### src/subtract_carry_alu_defines.svh
// Constants for the carrying subtract datapath: opcodes, fields, resets,
// flag layouts and register offsets. Included by the design, checker and bench.
`ifndef SUBTRACT_CARRY_ALU_DEFINES_SVH
`define SUBTRACT_CARRY_ALU_DEFINES_SVH

// ----------------------------------------------------------------------
// Instruction encoding (bit 0 is the most significant bit)
// ----------------------------------------------------------------------
`define OPC_PRIMARY_EXT      6'h1F
`define OPC_PRIMARY_IMM      6'h08
`define XOP_SUB_CARRY        9'h008
`define XOP_SUB_EXTENDED     9'h088

// ----------------------------------------------------------------------
// Register map, word addresses (byte address is four times this)
// ----------------------------------------------------------------------
`define REG_INSN             4'h0
`define REG_SRC_A            4'h1
`define REG_SRC_B            4'h2
`define REG_RESULT           4'h3
`define REG_XER              4'h4
`define REG_CR0              4'h5
`define REG_IRQ_STAT         4'h6
`define REG_IRQ_MASK         4'h7

// ----------------------------------------------------------------------
// Flag positions
// ----------------------------------------------------------------------
`define XER_CA_BIT           0
`define XER_OV_BIT           1
`define XER_SO_BIT           2
`define CR0_SO_BIT           0
`define CR0_EQ_BIT           1
`define CR0_GT_BIT           2
`define CR0_LT_BIT           3
`define IRQ_DONE_BIT         0
`define IRQ_OVF_BIT          1
`define IRQ_ILLEGAL_BIT      2

// ----------------------------------------------------------------------
// Reset values
// ----------------------------------------------------------------------
`define XER_RESET            3'h0
`define CR0_RESET            4'h0
`define WORD_RESET           32'h0000_0000

`endif

### src/subtract_carry_alu_pkg.sv
// Types shared by the subtract datapath and its adder.
// Assumes the defines header sits in the include path.
package subtract_carry_alu_pkg;

	typedef enum logic [1:0]
	{
		OP_NONE    = 2'h0,
		OP_CARRY   = 2'h1,
		OP_EXTEND  = 2'h3,
		OP_IMMED   = 2'h2
	} sub_op_t;

	typedef struct packed
	{
		logic [4:0] target_reg_field;
		logic [4:0] first_source_reg_field;
		logic [4:0] second_source_reg_field;
		logic       oe_bit;
		logic       record_bit;
		logic [15:0] imm;
	} insn_fields_t;

	typedef struct packed
	{
		logic [31:0] sum;
		logic        carry_out;
		logic        overflow;
	} add_res_t;

endpackage : subtract_carry_alu_pkg

### src/sub_adder.sv
// Three-operand adder: ~a + b + cin, with carry out and signed overflow.
// Purely combinational; the caller registers the outputs.
`timescale 1ns/1ps
module sub_adder
	import subtract_carry_alu_pkg::*;
(
	// Operands
	input  wire logic [31:0] minuend_i,
	input  wire logic [31:0] subtrahend_i,
	input  wire logic        carry_i,
	// Result
	output add_res_t         res_o
);
	wire logic [31:0] inv_a;
	wire logic [32:0] wide;

	assign inv_a = ~subtrahend_i;
	assign wide  = {1'b0, inv_a} + {1'b0, minuend_i} + {32'h0000_0000, carry_i};
	assign res_o.sum       = wide[31:0];
	assign res_o.carry_out = wide[32];
	// Same-sign inputs giving a differently signed sum
	assign res_o.overflow  = (inv_a[31] == minuend_i[31]) &&
		(wide[31] != minuend_i[31]);

endmodule : sub_adder

### src/subtract_carry_alu.sv
// Carrying, extended and immediate subtract datapath with its own
// exception and condition flags, reached over classic Wishbone.
// Assumes single clock, synchronous reset, 32-bit word-aligned bus.
//
// Contract
// - carrying subtract writes ~a + b + 1
// - all subtract forms update carry flag
// - overflow-enable set updates overflow, summary overflow
// - record set writes condition field zero
// - four variants from overflow and record bits
// - legacy alias behaves exactly like new op
// - extended subtract writes ~a + b + carry
// - extended decode: opcode 31, extended 136
// - immediate subtract: signed immediate minus a
// - carrying decode: opcode 31, extended 8
// - immediate opcode 08, carry only, no cr
`timescale 1ns/1ps
`include "subtract_carry_alu_defines.svh"
module subtract_carry_alu
	import subtract_carry_alu_pkg::*;
(
	// Clock and reset
	input  wire logic        clk_i,
	input  wire logic        rst_i,
	// Wishbone slave
	input  wire logic        cyc_i,
	input  wire logic        stb_i,
	input  wire logic        we_i,
	input  wire logic [5:2]  adr_i,
	input  wire logic [3:0]  sel_i,
	input  wire logic [31:0] dat_i,
	output logic      [31:0] dat_o,
	output logic             ack_o,
	output logic             err_o,
	// Interrupt
	output logic             irq_o
);
	// ------------------------------------------------------------------
	// Registers
	// ------------------------------------------------------------------
	logic [31:0] insn_r;
	logic [31:0] src_a_r;
	logic [31:0] src_b_r;
	logic [31:0] result_r;
	logic [2:0]  xer_r;
	logic [3:0]  cr0_r;
	logic [2:0]  irq_stat_r;
	logic [2:0]  irq_mask_r;
	logic        exec_r;
	logic        ack_r;
	logic [31:0] dat_r;
	logic        err_r;

	// ------------------------------------------------------------------
	// Bus decode
	// ------------------------------------------------------------------
	wire logic        req;
	wire logic        wr_acc;
	wire logic        rd_acc;
	wire logic        mapped;
	wire logic [31:0] wmask;
	wire logic [31:0] wr_data;
	wire logic        wr_insn;
	wire logic        rd_stat;

	// Answer cycle blocks a retake of the still-held request
	assign req     = cyc_i && stb_i && !ack_r && !err_r;
	assign mapped  = (adr_i <= `REG_IRQ_MASK);
	assign wr_acc  = req && we_i && mapped;
	assign rd_acc  = req && !we_i && mapped;
	assign wmask   = {{8{sel_i[3]}}, {8{sel_i[2]}},
		{8{sel_i[1]}}, {8{sel_i[0]}}};
	assign wr_insn = wr_acc && (adr_i == `REG_INSN);
	assign rd_stat = rd_acc && (adr_i == `REG_IRQ_STAT);

	function automatic logic [31:0] merge(input logic [31:0] old_v);
		merge = (old_v & ~wmask) | (dat_i & wmask);
	endfunction : merge

	assign wr_data = merge(insn_r);

	// ------------------------------------------------------------------
	// Software writes; unselected bytes keep their old value
	// ------------------------------------------------------------------
	wire logic [31:0] src_a_wr;
	wire logic [31:0] src_b_wr;
	wire logic [31:0] xer_wr;
	wire logic [31:0] cr0_wr;
	wire logic [31:0] mask_wr;
	wire logic        wr_src_a;
	wire logic        wr_src_b;
	wire logic        wr_xer;
	wire logic        wr_cr0;
	wire logic        wr_mask;

	assign src_a_wr = merge(src_a_r);
	assign src_b_wr = merge(src_b_r);
	assign xer_wr   = merge({29'h0000_0000, xer_r});
	assign cr0_wr   = merge({28'h000_0000, cr0_r});
	assign mask_wr  = merge({29'h0000_0000, irq_mask_r});
	assign wr_src_a = wr_acc && (adr_i == `REG_SRC_A);
	assign wr_src_b = wr_acc && (adr_i == `REG_SRC_B);
	assign wr_xer   = wr_acc && (adr_i == `REG_XER);
	assign wr_cr0   = wr_acc && (adr_i == `REG_CR0);
	assign wr_mask  = wr_acc && (adr_i == `REG_IRQ_MASK);

	// ------------------------------------------------------------------
	// Instruction decode
	// ------------------------------------------------------------------
	// Big-endian bit numbering: field bit k is vector bit 31-k
	wire logic [5:0]  primary;
	wire logic [8:0]  xop;
	wire insn_fields_t fld;
	wire sub_op_t     op;

	assign primary                     = insn_r[31:26];
	assign fld.target_reg_field        = insn_r[25:21];
	assign fld.first_source_reg_field  = insn_r[20:16];
	assign fld.second_source_reg_field = insn_r[15:11];
	assign fld.oe_bit                  = insn_r[10];
	assign xop                         = insn_r[9:1];
	assign fld.record_bit              = insn_r[0];
	assign fld.imm                     = insn_r[15:0];

	// One encoding serves both new and legacy mnemonics
	assign op =
		(primary == `OPC_PRIMARY_EXT && xop == `XOP_SUB_CARRY)
			? OP_CARRY :
		(primary == `OPC_PRIMARY_EXT && xop == `XOP_SUB_EXTENDED)
			? OP_EXTEND :
		(primary == `OPC_PRIMARY_IMM)
			? OP_IMMED :
			OP_NONE;

	// ------------------------------------------------------------------
	// Operand selection and adder
	// ------------------------------------------------------------------
	wire logic [31:0] minuend;
	wire logic        carry_in;
	add_res_t         add_res;

	assign minuend  = (op == OP_IMMED)
		? {{16{fld.imm[15]}}, fld.imm} : src_b_r;
	assign carry_in = (op == OP_EXTEND)
		? xer_r[`XER_CA_BIT] : 1'b1;

	sub_adder u_adder
	(
		.minuend_i    (minuend),
		.subtrahend_i (src_a_r),
		.carry_i      (carry_in),
		.res_o        (add_res)
	);

	// ------------------------------------------------------------------
	// Flag next values
	// ------------------------------------------------------------------
	wire logic        legal;
	wire logic        use_oe;
	wire logic        use_rc;
	wire logic        so_nxt;
	wire logic [2:0]  xer_nxt;
	wire logic [3:0]  cr0_nxt;
	wire logic        sum_neg;
	wire logic        sum_zero;

	assign legal   = (op != OP_NONE);
	// Immediate form has no option bits
	assign use_oe  = (op != OP_IMMED) && fld.oe_bit;
	assign use_rc  = (op != OP_IMMED) && fld.record_bit;
	assign so_nxt  = use_oe
		? (xer_r[`XER_SO_BIT] | add_res.overflow)
		: xer_r[`XER_SO_BIT];
	assign xer_nxt[`XER_CA_BIT] = add_res.carry_out;
	assign xer_nxt[`XER_OV_BIT] = use_oe
		? add_res.overflow : xer_r[`XER_OV_BIT];
	assign xer_nxt[`XER_SO_BIT] = so_nxt;
	assign sum_neg  = add_res.sum[31];
	assign sum_zero = (add_res.sum == 32'h0000_0000);
	assign cr0_nxt[`CR0_LT_BIT] = sum_neg;
	assign cr0_nxt[`CR0_GT_BIT] = !sum_neg && !sum_zero;
	assign cr0_nxt[`CR0_EQ_BIT] = sum_zero;
	assign cr0_nxt[`CR0_SO_BIT] = so_nxt;

	// ------------------------------------------------------------------
	// Events
	// ------------------------------------------------------------------
	wire logic [2:0] evt;

	assign evt[`IRQ_DONE_BIT]    = exec_r && legal;
	assign evt[`IRQ_OVF_BIT]     = exec_r && use_oe && add_res.overflow;
	assign evt[`IRQ_ILLEGAL_BIT] = exec_r && !legal;

	// ------------------------------------------------------------------
	// Read mux
	// ------------------------------------------------------------------
	logic [31:0] rd_data;

	always_comb
	begin
		unique case (adr_i)
			`REG_INSN:     rd_data = insn_r;
			`REG_SRC_A:    rd_data = src_a_r;
			`REG_SRC_B:    rd_data = src_b_r;
			`REG_RESULT:   rd_data = result_r;
			`REG_XER:      rd_data = {29'h0000_0000, xer_r};
			`REG_CR0:      rd_data = {28'h000_0000, cr0_r};
			`REG_IRQ_STAT: rd_data = {29'h0000_0000, irq_stat_r};
			`REG_IRQ_MASK: rd_data = {29'h0000_0000, irq_mask_r};
			default:       rd_data = 32'h0000_0000;
		endcase
	end

	// ------------------------------------------------------------------
	// Bus handshake
	// ------------------------------------------------------------------
	always_ff @(posedge clk_i)
	begin
		if (rst_i)
		begin
			ack_r <= 1'b0;
			err_r <= 1'b0;
			dat_r <= `WORD_RESET;
		end
		else
		begin
			ack_r <= req && mapped;
			err_r <= req && !mapped;
			dat_r <= rd_acc ? rd_data : dat_r;
		end
	end

	assign ack_o = ack_r;
	assign err_o = err_r;
	assign dat_o = dat_r;

	// ------------------------------------------------------------------
	// Operand registers; a write to the instruction word executes it
	// ------------------------------------------------------------------
	always_ff @(posedge clk_i)
	begin
		if (rst_i)
		begin
			insn_r  <= `WORD_RESET;
			src_a_r <= `WORD_RESET;
			src_b_r <= `WORD_RESET;
			exec_r  <= 1'b0;
		end
		else
		begin
			exec_r <= wr_insn;
			if (wr_insn)
				insn_r <= wr_data;
			if (wr_src_a)
				src_a_r <= src_a_wr;
			if (wr_src_b)
				src_b_r <= src_b_wr;
		end
	end

	// ------------------------------------------------------------------
	// Result and flags; execution wins over a software write
	// ------------------------------------------------------------------
	always_ff @(posedge clk_i)
	begin
		if (rst_i)
		begin
			result_r <= `WORD_RESET;
			xer_r    <= `XER_RESET;
			cr0_r    <= `CR0_RESET;
		end
		else if (exec_r && legal)
		begin
			result_r <= add_res.sum;
			xer_r    <= xer_nxt;
			if (use_rc)
				cr0_r <= cr0_nxt;
		end
		else
		begin
			if (wr_xer)
				xer_r <= xer_wr[2:0];
			if (wr_cr0)
				cr0_r <= cr0_wr[3:0];
		end
	end

	// ------------------------------------------------------------------
	// Interrupt status: read clears, a same-cycle event survives
	// ------------------------------------------------------------------
	always_ff @(posedge clk_i)
	begin
		if (rst_i)
		begin
			irq_stat_r <= 3'h0;
			irq_mask_r <= 3'h0;
		end
		else
		begin
			irq_stat_r <= (rd_stat ? 3'h0 : irq_stat_r) | evt;
			if (wr_mask)
				irq_mask_r <= mask_wr[2:0];
		end
	end

	assign irq_o = |(irq_stat_r & irq_mask_r);

endmodule : subtract_carry_alu

### config.mk
export PLATFORM = sky130hd
export DESIGN_NAME = subtract_carry_alu
export DESIGN_NICKNAME = d
export VERILOG_FILES = /design/src/subtract_carry_alu_pkg.sv /design/src/sub_adder.sv /design/src/subtract_carry_alu.sv
export VERILOG_INCLUDE_DIRS = /design/src
export SDC_FILE = /design/constraint.sdc
export NUM_CORES = 1
export LEC_CHECK = 0
export ABC_AREA = 0
export BUFFER_PORTS_ARGS = -buffer_cell sky130_fd_sc_hd__clkbuf_2
export CORE_UTILIZATION = 54
export CTS_CLUSTER_DIAMETER = 50
export CTS_CLUSTER_SIZE = 20
export DETAILED_ROUTE_END_ITERATION = 8
export GPL_TIMING_DRIVEN = 1
export MAX_ROUTING_LAYER = met4
export PLACE_DENSITY_LB_ADDON = 0.25
export SYNTH_ARGS = -nofsm -noshare
export SYNTH_HDL_FRONTEND = slang
export SYNTH_SLANG_ARGS = --single-unit
export TNS_END_PERCENT = 10
### constraint.sdc
create_clock -name clk_i -period 4.9 [get_ports clk_i]
set_clock_uncertainty 0.2 [all_clocks]
set_input_delay 0.49 -clock clk_i [delete_from_list [all_inputs] [get_ports clk_i]]
set_output_delay 0.49 -clock clk_i [all_outputs]
set_load 0.01 [all_outputs]
Yosys cells after proc, flatten, opt, wreduce, memory -nomap -nowiden
Cells that the tools add are included.
{"block": "word_totals", "ff_bits": 176, "latch_bits": 0, "ramBits": 0, "rom_bits": 0, "in_bits": 45, "out_inout_bits": 35, "wordCells": 107, "memories": 0}
{"block": "op_classes", "add_sub_neg": 2, "n_mul": 0, "n_div": 0, "order_cmp": 1, "eq_ne": 18, "shifts": 0, "n_mux": 14, "n_bitwise": 18, "n_reduce_logical": 41}
{"operator": "$pmux W32 S8", "count": 1}
{"operator": "$and A32 B32 Y32", "count": 4}
{"operator": "$or A32 B32 Y32", "count": 3}
{"operator": "$not A32 Y32", "count": 2}
{"operator": "$add A32 B32 Y33", "count": 1}
{"operator": "$add A33 B1 Y33", "count": 1}
{"operator": "$logic_not A32 Y1", "count": 1}
{"operator": "$mux W32", "count": 1}
{"operator": "$logic_and A1 B1 Y1", "count": 26}
{"operator": "$eq A4 B3 Y1 const B", "count": 4}
{"operator": "$mux W4", "count": 3}
{"operator": "$and A3 B3 Y3", "count": 3}
{"operator": "$eq A9 B4 Y1 const B", "count": 1}
{"operator": "$eq A9 B8 Y1 const B", "count": 1}
{"operator": "$mux W3", "count": 3}
{"operator": "$or A3 B3 Y3", "count": 3}
{"operator": "$eq A4 B2 Y1 const B", "count": 2}
{"operator": "$logic_not A1 Y1", "count": 7}
{"operator": "$eq A6 B4 Y1 const B", "count": 1}
{"operator": "$eq A6 B5 Y1 const B", "count": 1}
{"operator": "$mux W2", "count": 3}
{"operator": "$ne A2 B2 Y1 const B", "count": 3}
{"operator": "$reduce_bool A2 Y1", "count": 3}
{"operator": "$and A4 B4 Y4", "count": 1}
{"operator": "other kinds (11)", "count": 15}

Longest topological paths before layout
Gate-level depths: netlist (run 1).
{"block": "logic_depth", "word_depth": 14, "ltp_mapped": 17}

Cells and area by module
From an unflattened synthesis (run 1), not the netlist that was laid out.
{"block": "hier_totals", "cells_unflattened": 1131, "hier_area_um2": 9486.6}
{"mod": "subtract_carry_alu", "instances": 1, "cells_per_inst": 861, "area_per_inst_um2": 7598.5, "seq_area_each_um2": 3523.4}
{"mod": "sub_adder", "instances": 1, "cells_per_inst": 270, "area_per_inst_um2": 1888.1, "seq_area_each_um2": 0.0}

Worst setup path after synthesis (run 1)
OpenSTA, ideal clock, no wires.
{"block": "synth_path", "kind": "register to register", "from": "register with a tool-made name", "to": "register with a tool-made name", "arrival_time_ns": 4.880, "setup_slack_ns": -0.335, "stages_incl_launch_ff": 17, "cell_sequence": "dfxtp_1 > nor4_1 > nand2_1 > clkbuf_1 > mux2_2 > fa_1 > fa_1 > a21o_1 > a221o_1 > a211o_1 > a2111oi_2 > nand4_1 > or4_1 > nor4_1 > or4b_1 > o31ai_1 > a311oi_1"}

==> impl_metrics.toml, run 1 <==
[cells_and_area]
final_cell_mix = "189 x nand2_1, 174 x dfxtp_1, 156 x a21oi_1"
drive_gt1_frac = 0.177
fillers = 1510
area_growth_pct = 17.7
layout.nets = 1386
layout_commonest_cell = "nand2_1"
diodes = 0
fin_cells = 1540

[critical_path]
cp_slowest_cell = "or4b_4"
crit_type = "reg -> reg"
startpoint_type = "register"
crit_chain = "nor4_4 > nand2_2 > mux2_4 > fa_2 > fa_2 > a21o_1 > a221o_1 > a211o_1 > a2111oi_2 > nand4_1 > or4_4 > nor4_4 > or4b_4 > o31ai_4 > a311oi_1"
cp_num_buf_inv = 0
cp_max_fo = 4
cpPeakStageDelay_ns = 0.51
cp.arrival_ns = 5.05
critPathTopFamily = "simple AND/OR/NAND/NOR gates"
crit_required_ns = 4.96
worst_setup_path_end_kind = "register"

[placed_design]
dpl.cell_count = 1506
hpwl_microns = 19300
io_buffers = 79
routabilityCongestion = 0.936

[timing]
rsz0062_at_grt = "yes"
hold_viol = 0
fin_crit_ns = 4.99
post-route-period-util = 1.02
finalSetupTns_ns = -0.156
max_slew_margin = 0.445
setup_viol = 2
fmax_ghz = 0.200
worst_pin_slew_ns = 0.822
maxSlewViolCount = 0
fin_ws_ns = -0.0926

[run_status]
violations = "negative setup slack"
status = "finished, violations left"

[detailed_routing]
via_per_inst = 6.23
dr_wl_met3_microns = 2170
drc = 0
wl_per_cell_microns = 18.3
drtIter0Drc = 967
vias = 9597
routed_wl_microns = 28200
firstDrtPassIters = 6
wl_met2_microns = 12700
top_signal_layer_used = "met4"
drt-met1-wl_microns = 12800
ant_nets = 0

[flow_run]
cap_viol_max_count = 0

[grt]
grt_overflow = 0
grt_usage = 0.328
antenna_found_initial = 0
grt_first_pass_wirelength_microns = 45500
grt_pass1_vias = 8922
grt_max_degree = 66

[clock_network]
cts_sinks = 176
path_clk_slew_ns = 0.07
cts_buffers = 17
cts_tree = "built"
hold_buffers = 0
clk_path_buf_depth = 2
clock_latency_ns = 0.43
root_buffer = "clkbuf_16"
htree_levels = 4

[power_and_ir_drop]
peakVddDrop_uv = 251
p_leak_nw = 4.27
p_per_area_nw_per_um2 = 268

[yosys]
yosysSeqAreaShare = 0.375
synthesis.nets = 1298
synth_edf_count = 0
yosysWarnings = 0
synth.area.top_cells = "dfxtp_1 37%, a21oi_1 8.4%, nand2_1 7.6%"
syn_area_sq_um = 9400
synth_cells = 1220
avgSynthCellArea_sq_um = 7.70
ys.flop_type = "dfxtp_1"
netlist.area_leader.share = 0.375
synth.distinct_cells = 60
async_reset_ff_frac = 0
synth_seq_cells = 176
yosysTopAreaCell = "dfxtp_1"

[floorplan]
initial_core_util = 0.561
pin_count = 80
die-width_microns = 134
dieArea_sq_um = 17900
num_rows = 47
core_area_sq_um = 16800
die_h_microns = 134

[worst_hold_path]
hp-class = "in -> reg"
==> through the flow <==
step / utilization / hold slack (ns) / power, mW / setup slack (ns) / instance area (sq um)
after global placement: 0.620 / 0.243 / 1.66 / -0.0994 / 10400
after CTS: 0.656 / 0.106 / 2.97 / -0.104 / 11000
after global routing: 0.660 / 0.128 / 3.05 / -0.292 / 11100
final: 0.660 / 0.116 / 2.97 / -0.0926 / 11100
after floorplan: - / 0.236 / 1.58 / 0.000167 / 9440
after detailed placement: 0.620 / 0.246 / 1.66 / -0.279 / 10400
==> final timing paths <==
check,cells past startpoint,slack [ns],start,endpoint
setup / recovery,15,-0.09,register,register
hold / removal,3,0.12,dat_i[20],register
setup reg to reg,15,-0.09,register,register
hold reg to reg,2,0.25,result_r[31],result_r[31]
==> synth_stat cells (all sizes together) (3+ instances only) <==
library cell	number
o221ai	4
o21a	4
or4	6
o21ai	16
buf	5
o31ai	6
a21oi	157
dfxtp	176
nor2	86
inv	44
o31a	4
mux2i	8
and3	7
clkbuf	87
nor3	20
a22oi	61
nor4	3
nor3b	3
a31oi	9
nand3b	3
mux2	17
o22ai	7
o211ai	4
a222oi	3
a21o	27
nand3	106
nand2b	4
nand4	14
a311oi	33
o21bai	4
a211oi	11
xnor2	13
nand2	190
ha	31
xor2	12
and2	4
nor2b	5
==> power breakdown <==
group	leakage [nW]	internal, mW	switching [mW]
Combinational	2.57	0.0682	0.127
Clock	0.275	0.743	0.583
Sequential	1.42	1.44	0.00563
==> cells by family after synthesis <==
group	count (synthesis)	synth area share
XOR/XNOR	25	0.0233
buffers and inverters	136	0.0546
flip-flops	176	0.375
adder cells (fa/ha/maj)	33	0.0455
AND/OR/NAND/NOR	458	0.218
multiplexers	25	0.0289
AO/OA/AOI/OAI	367	0.254
==> what timing repair did <==
| item | in CTS | in global routing |
|---|---|---|
| buffers inserted | 2 | 1 |
| resized for setup | 7 | 9 |
| pin swaps | 5 | 6 |
| endpoints found under the setup margin | 2 | 2 |
==> per-layer routing <==
metal | vias up | GRT usage
met5 | - | -
met4 | 0 | 0.112
met3 | 49 | 0.0480
met2 | 413 | 0.498
met1 | 4560 | 0.444
li1 | 4575 | -
==> worst min-delay path, cell delays in order <==
cell and delay, ns:
clkbuf_2 0.10, nand3_1 0.06, a21oi_1 0.05
==> cell type report <==
| type | count | area [sq um] | share of cell area |
|---|---|---|---|
| multi-input cells | 908 | 5510 | 0.498 |
| flip-flops and latches | 176 | 3530 | 0.319 |
| repair buffers | 161 | 1030 | 0.0928 |
| clock buffers | 24 | 482 | 0.0436 |
| well taps | 220 | 275 | 0.0249 |
| inverters | 44 | 165 | 0.0149 |
| clock inverters | 7 | 78.8 | 0.00713 |
No activity file was read; power rests on OpenSTA's default activity.
==> run 2, diff against run 1 <==
--- a/config.mk
+++ b/config.mk
@@ -8,7 +8,9 @@
 export LEC_CHECK = 0
 export ABC_AREA = 0
 export BUFFER_PORTS_ARGS = -buffer_cell sky130_fd_sc_hd__clkbuf_2
-export CORE_UTILIZATION = 54
+export CELL_PAD_IN_SITES_DETAIL_PLACEMENT = 0
+export CELL_PAD_IN_SITES_GLOBAL_PLACEMENT = 1
+export CORE_UTILIZATION = 40
 export CTS_CLUSTER_DIAMETER = 50
 export CTS_CLUSTER_SIZE = 20
 export DETAILED_ROUTE_END_ITERATION = 8
==> impl_metrics.toml, run 2 (synthesis gave the netlist of run 1 again) <==
[critical_path]
startpoint_type = "register"
cp_num_buf_inv = 0
crit_required_ns = 4.98
cp_max_fo = 4
cpPeakStageDelay_ns = 0.54
cp.arrival_ns = 5.03
crit_type = "reg -> reg"
critPathTopFamily = "simple AND/OR/NAND/NOR gates"
worst_setup_path_end_kind = "register"
cp_slowest_cell = "or4_4"
crit_chain = "or4_4 > nor3_4 > nand3b_1 > fa_2 > fa_2 > a21o_1 > a221o_1 > a211o_1 > a2111oi_4 > nand4_1 > or4_4 > nor4_2 > or4b_4 > o31ai_2 > a311oi_1"

[clock_network]
cts_buffers = 17
clock_latency_ns = 0.45
root_buffer = "clkbuf_16"
cts_tree = "built"
hold_buffers = 0
path_clk_slew_ns = 0.07
clk_path_buf_depth = 2
cts_sinks = 176
htree_levels = 4

[detailed_routing]
ant_nets = 0
drc = 0
routed_wl_microns = 29700
vias = 9331
wl_per_cell_microns = 18.0
via_per_inst = 5.66
drtIter0Drc = 812
firstDrtPassIters = 5

[grt]
grt_first_pass_wirelength_microns = 47900
grt_max_degree = 78
grt_pass1_vias = 8917
grt_overflow = 0
antenna_found_initial = 1
grt_usage = 0.257

[timing]
maxSlewViolCount = 0
rsz0062_at_grt = "yes"
max_slew_margin = 0.430
fmax_ghz = 0.202
hold_viol = 0
setup_viol = 2
worst_pin_slew_ns = 0.853
post-route-period-util = 1.01
fin_ws_ns = -0.0475
fin_crit_ns = 4.95
finalSetupTns_ns = -0.0547

[floorplan]
die_h_microns = 155
pin_count = 80
num_rows = 55
die-width_microns = 155
core_area_sq_um = 22800
dieArea_sq_um = 24100
initial_core_util = 0.411

[placed_design]
io_buffers = 79
routabilityCongestion = 0.899
hpwl_microns = 21300

[cells_and_area]
layout_commonest_cell = "nand2_1"
area_growth_pct = 20.3
layout.nets = 1402
final_cell_mix = "189 x nand2_1, 173 x dfxtp_1, 156 x a21oi_1"
drive_gt1_frac = 0.190
diodes = 0

[power_and_ir_drop]
seq_power_share = 0.480
p_sw_frac = 0.259
p_sw_mw = 0.778
pwr-share-clk = 0.455
peakVddDrop_uv = 173
combPwrFrac = 0.065
p_leak_nw = 4.34
totalPowerFinal_mw = 3.01
p_int_mw = 2.23
p_per_area_nw_per_um2 = 266

[run_status]
status = "finished, violations left"
violations = "negative setup slack"

[flow_run]
cap_viol_max_count = 0

[worst_hold_path]
hp-class = "in -> reg"
[run 2: cell types whose count changed in the layout (fill, tap and decap cells not counted), moves of 2 or more]
| cell | change |
|---|---|
| inv_6 | +2 |
| clkbuf_8 | -2 |
| clkinvlp_4 | +5 |
| buf_4 | +15 |
| clkbuf_1 | -3 |
| clkinv_4 | -2 |
[run 2: power groups by stage]
| stage | logic, mW | registers (mW) | clock network, mW |
|---|---|---|---|
| final | 0.196 | 1.45 | 1.37 |
| after global routing | 0.213 | 1.45 | 1.44 |
| after CTS | 0.195 | 1.45 | 1.38 |
| after detailed placement | 0.186 | 1.48 | 0 |
| after global placement | 0.187 | 1.48 | 0 |
| after floorplan | 0.102 | 1.48 | 0 |
[run 2: area by class of cell]
type	instances	area, sq um
Inverter	44	165
Multi-Input combinational cell	908	5490
Sequential cell	176	3530
Clock buffer	19	443
Fill cell	2391	11500
Tap cell	313	392
Clock inverter	13	128
Timing Repair Buffer	177	1160
[run 2: final timing paths]
check,endpoint,start,slack [ns],cells after the start
worst max-delay path,register,register,-0.05,15
worst min register to register,result_r[24],result_r[24],0.25,2
worst min-delay path,register,dat_i[8],0.1,3
worst max register to register,register,register,-0.05,15
[run 2: stage by stage]
stage	hold WS (ns)	std cells	util	instance area, sq um	setup WS [ns]
global placement	0.242	1615	0.466	10600	-0.135
global route	0.0947	1650	0.495	11300	-0.222
CTS	0.0853	1650	0.493	11300	-0.0839
detailed placement	0.246	1615	0.466	10600	-0.275
floorplan	0.236	1220	-	9440	0.000167
finish	0.0988	1650	0.495	11300	-0.0475
[run 2: timing repair]
item / CTS / global route
buffers inserted: 3 / 0
gates resized for setup: 7 / 8
cloned: 0 / 0
setup endpoints to repair: 2 / 2
pin swaps: 9 / 2
[run 2: layer usage]
layer	wire length, microns	global-route usage
met5	0	-
met4	463	0.0761
met3	1240	0.0348
met2	13300	0.394
met1	14700	0.352
[run 2: worst register-to-register path, delay by kind of cell (launching register included)]
family | cells | cell delay [ns]
and+or+nand+nor | 7 | 2.07
AOI/OAI and AO/OA | 6 | 1.43
DFF | 1 | 0.32
adders and majority gates | 2 | 0.74
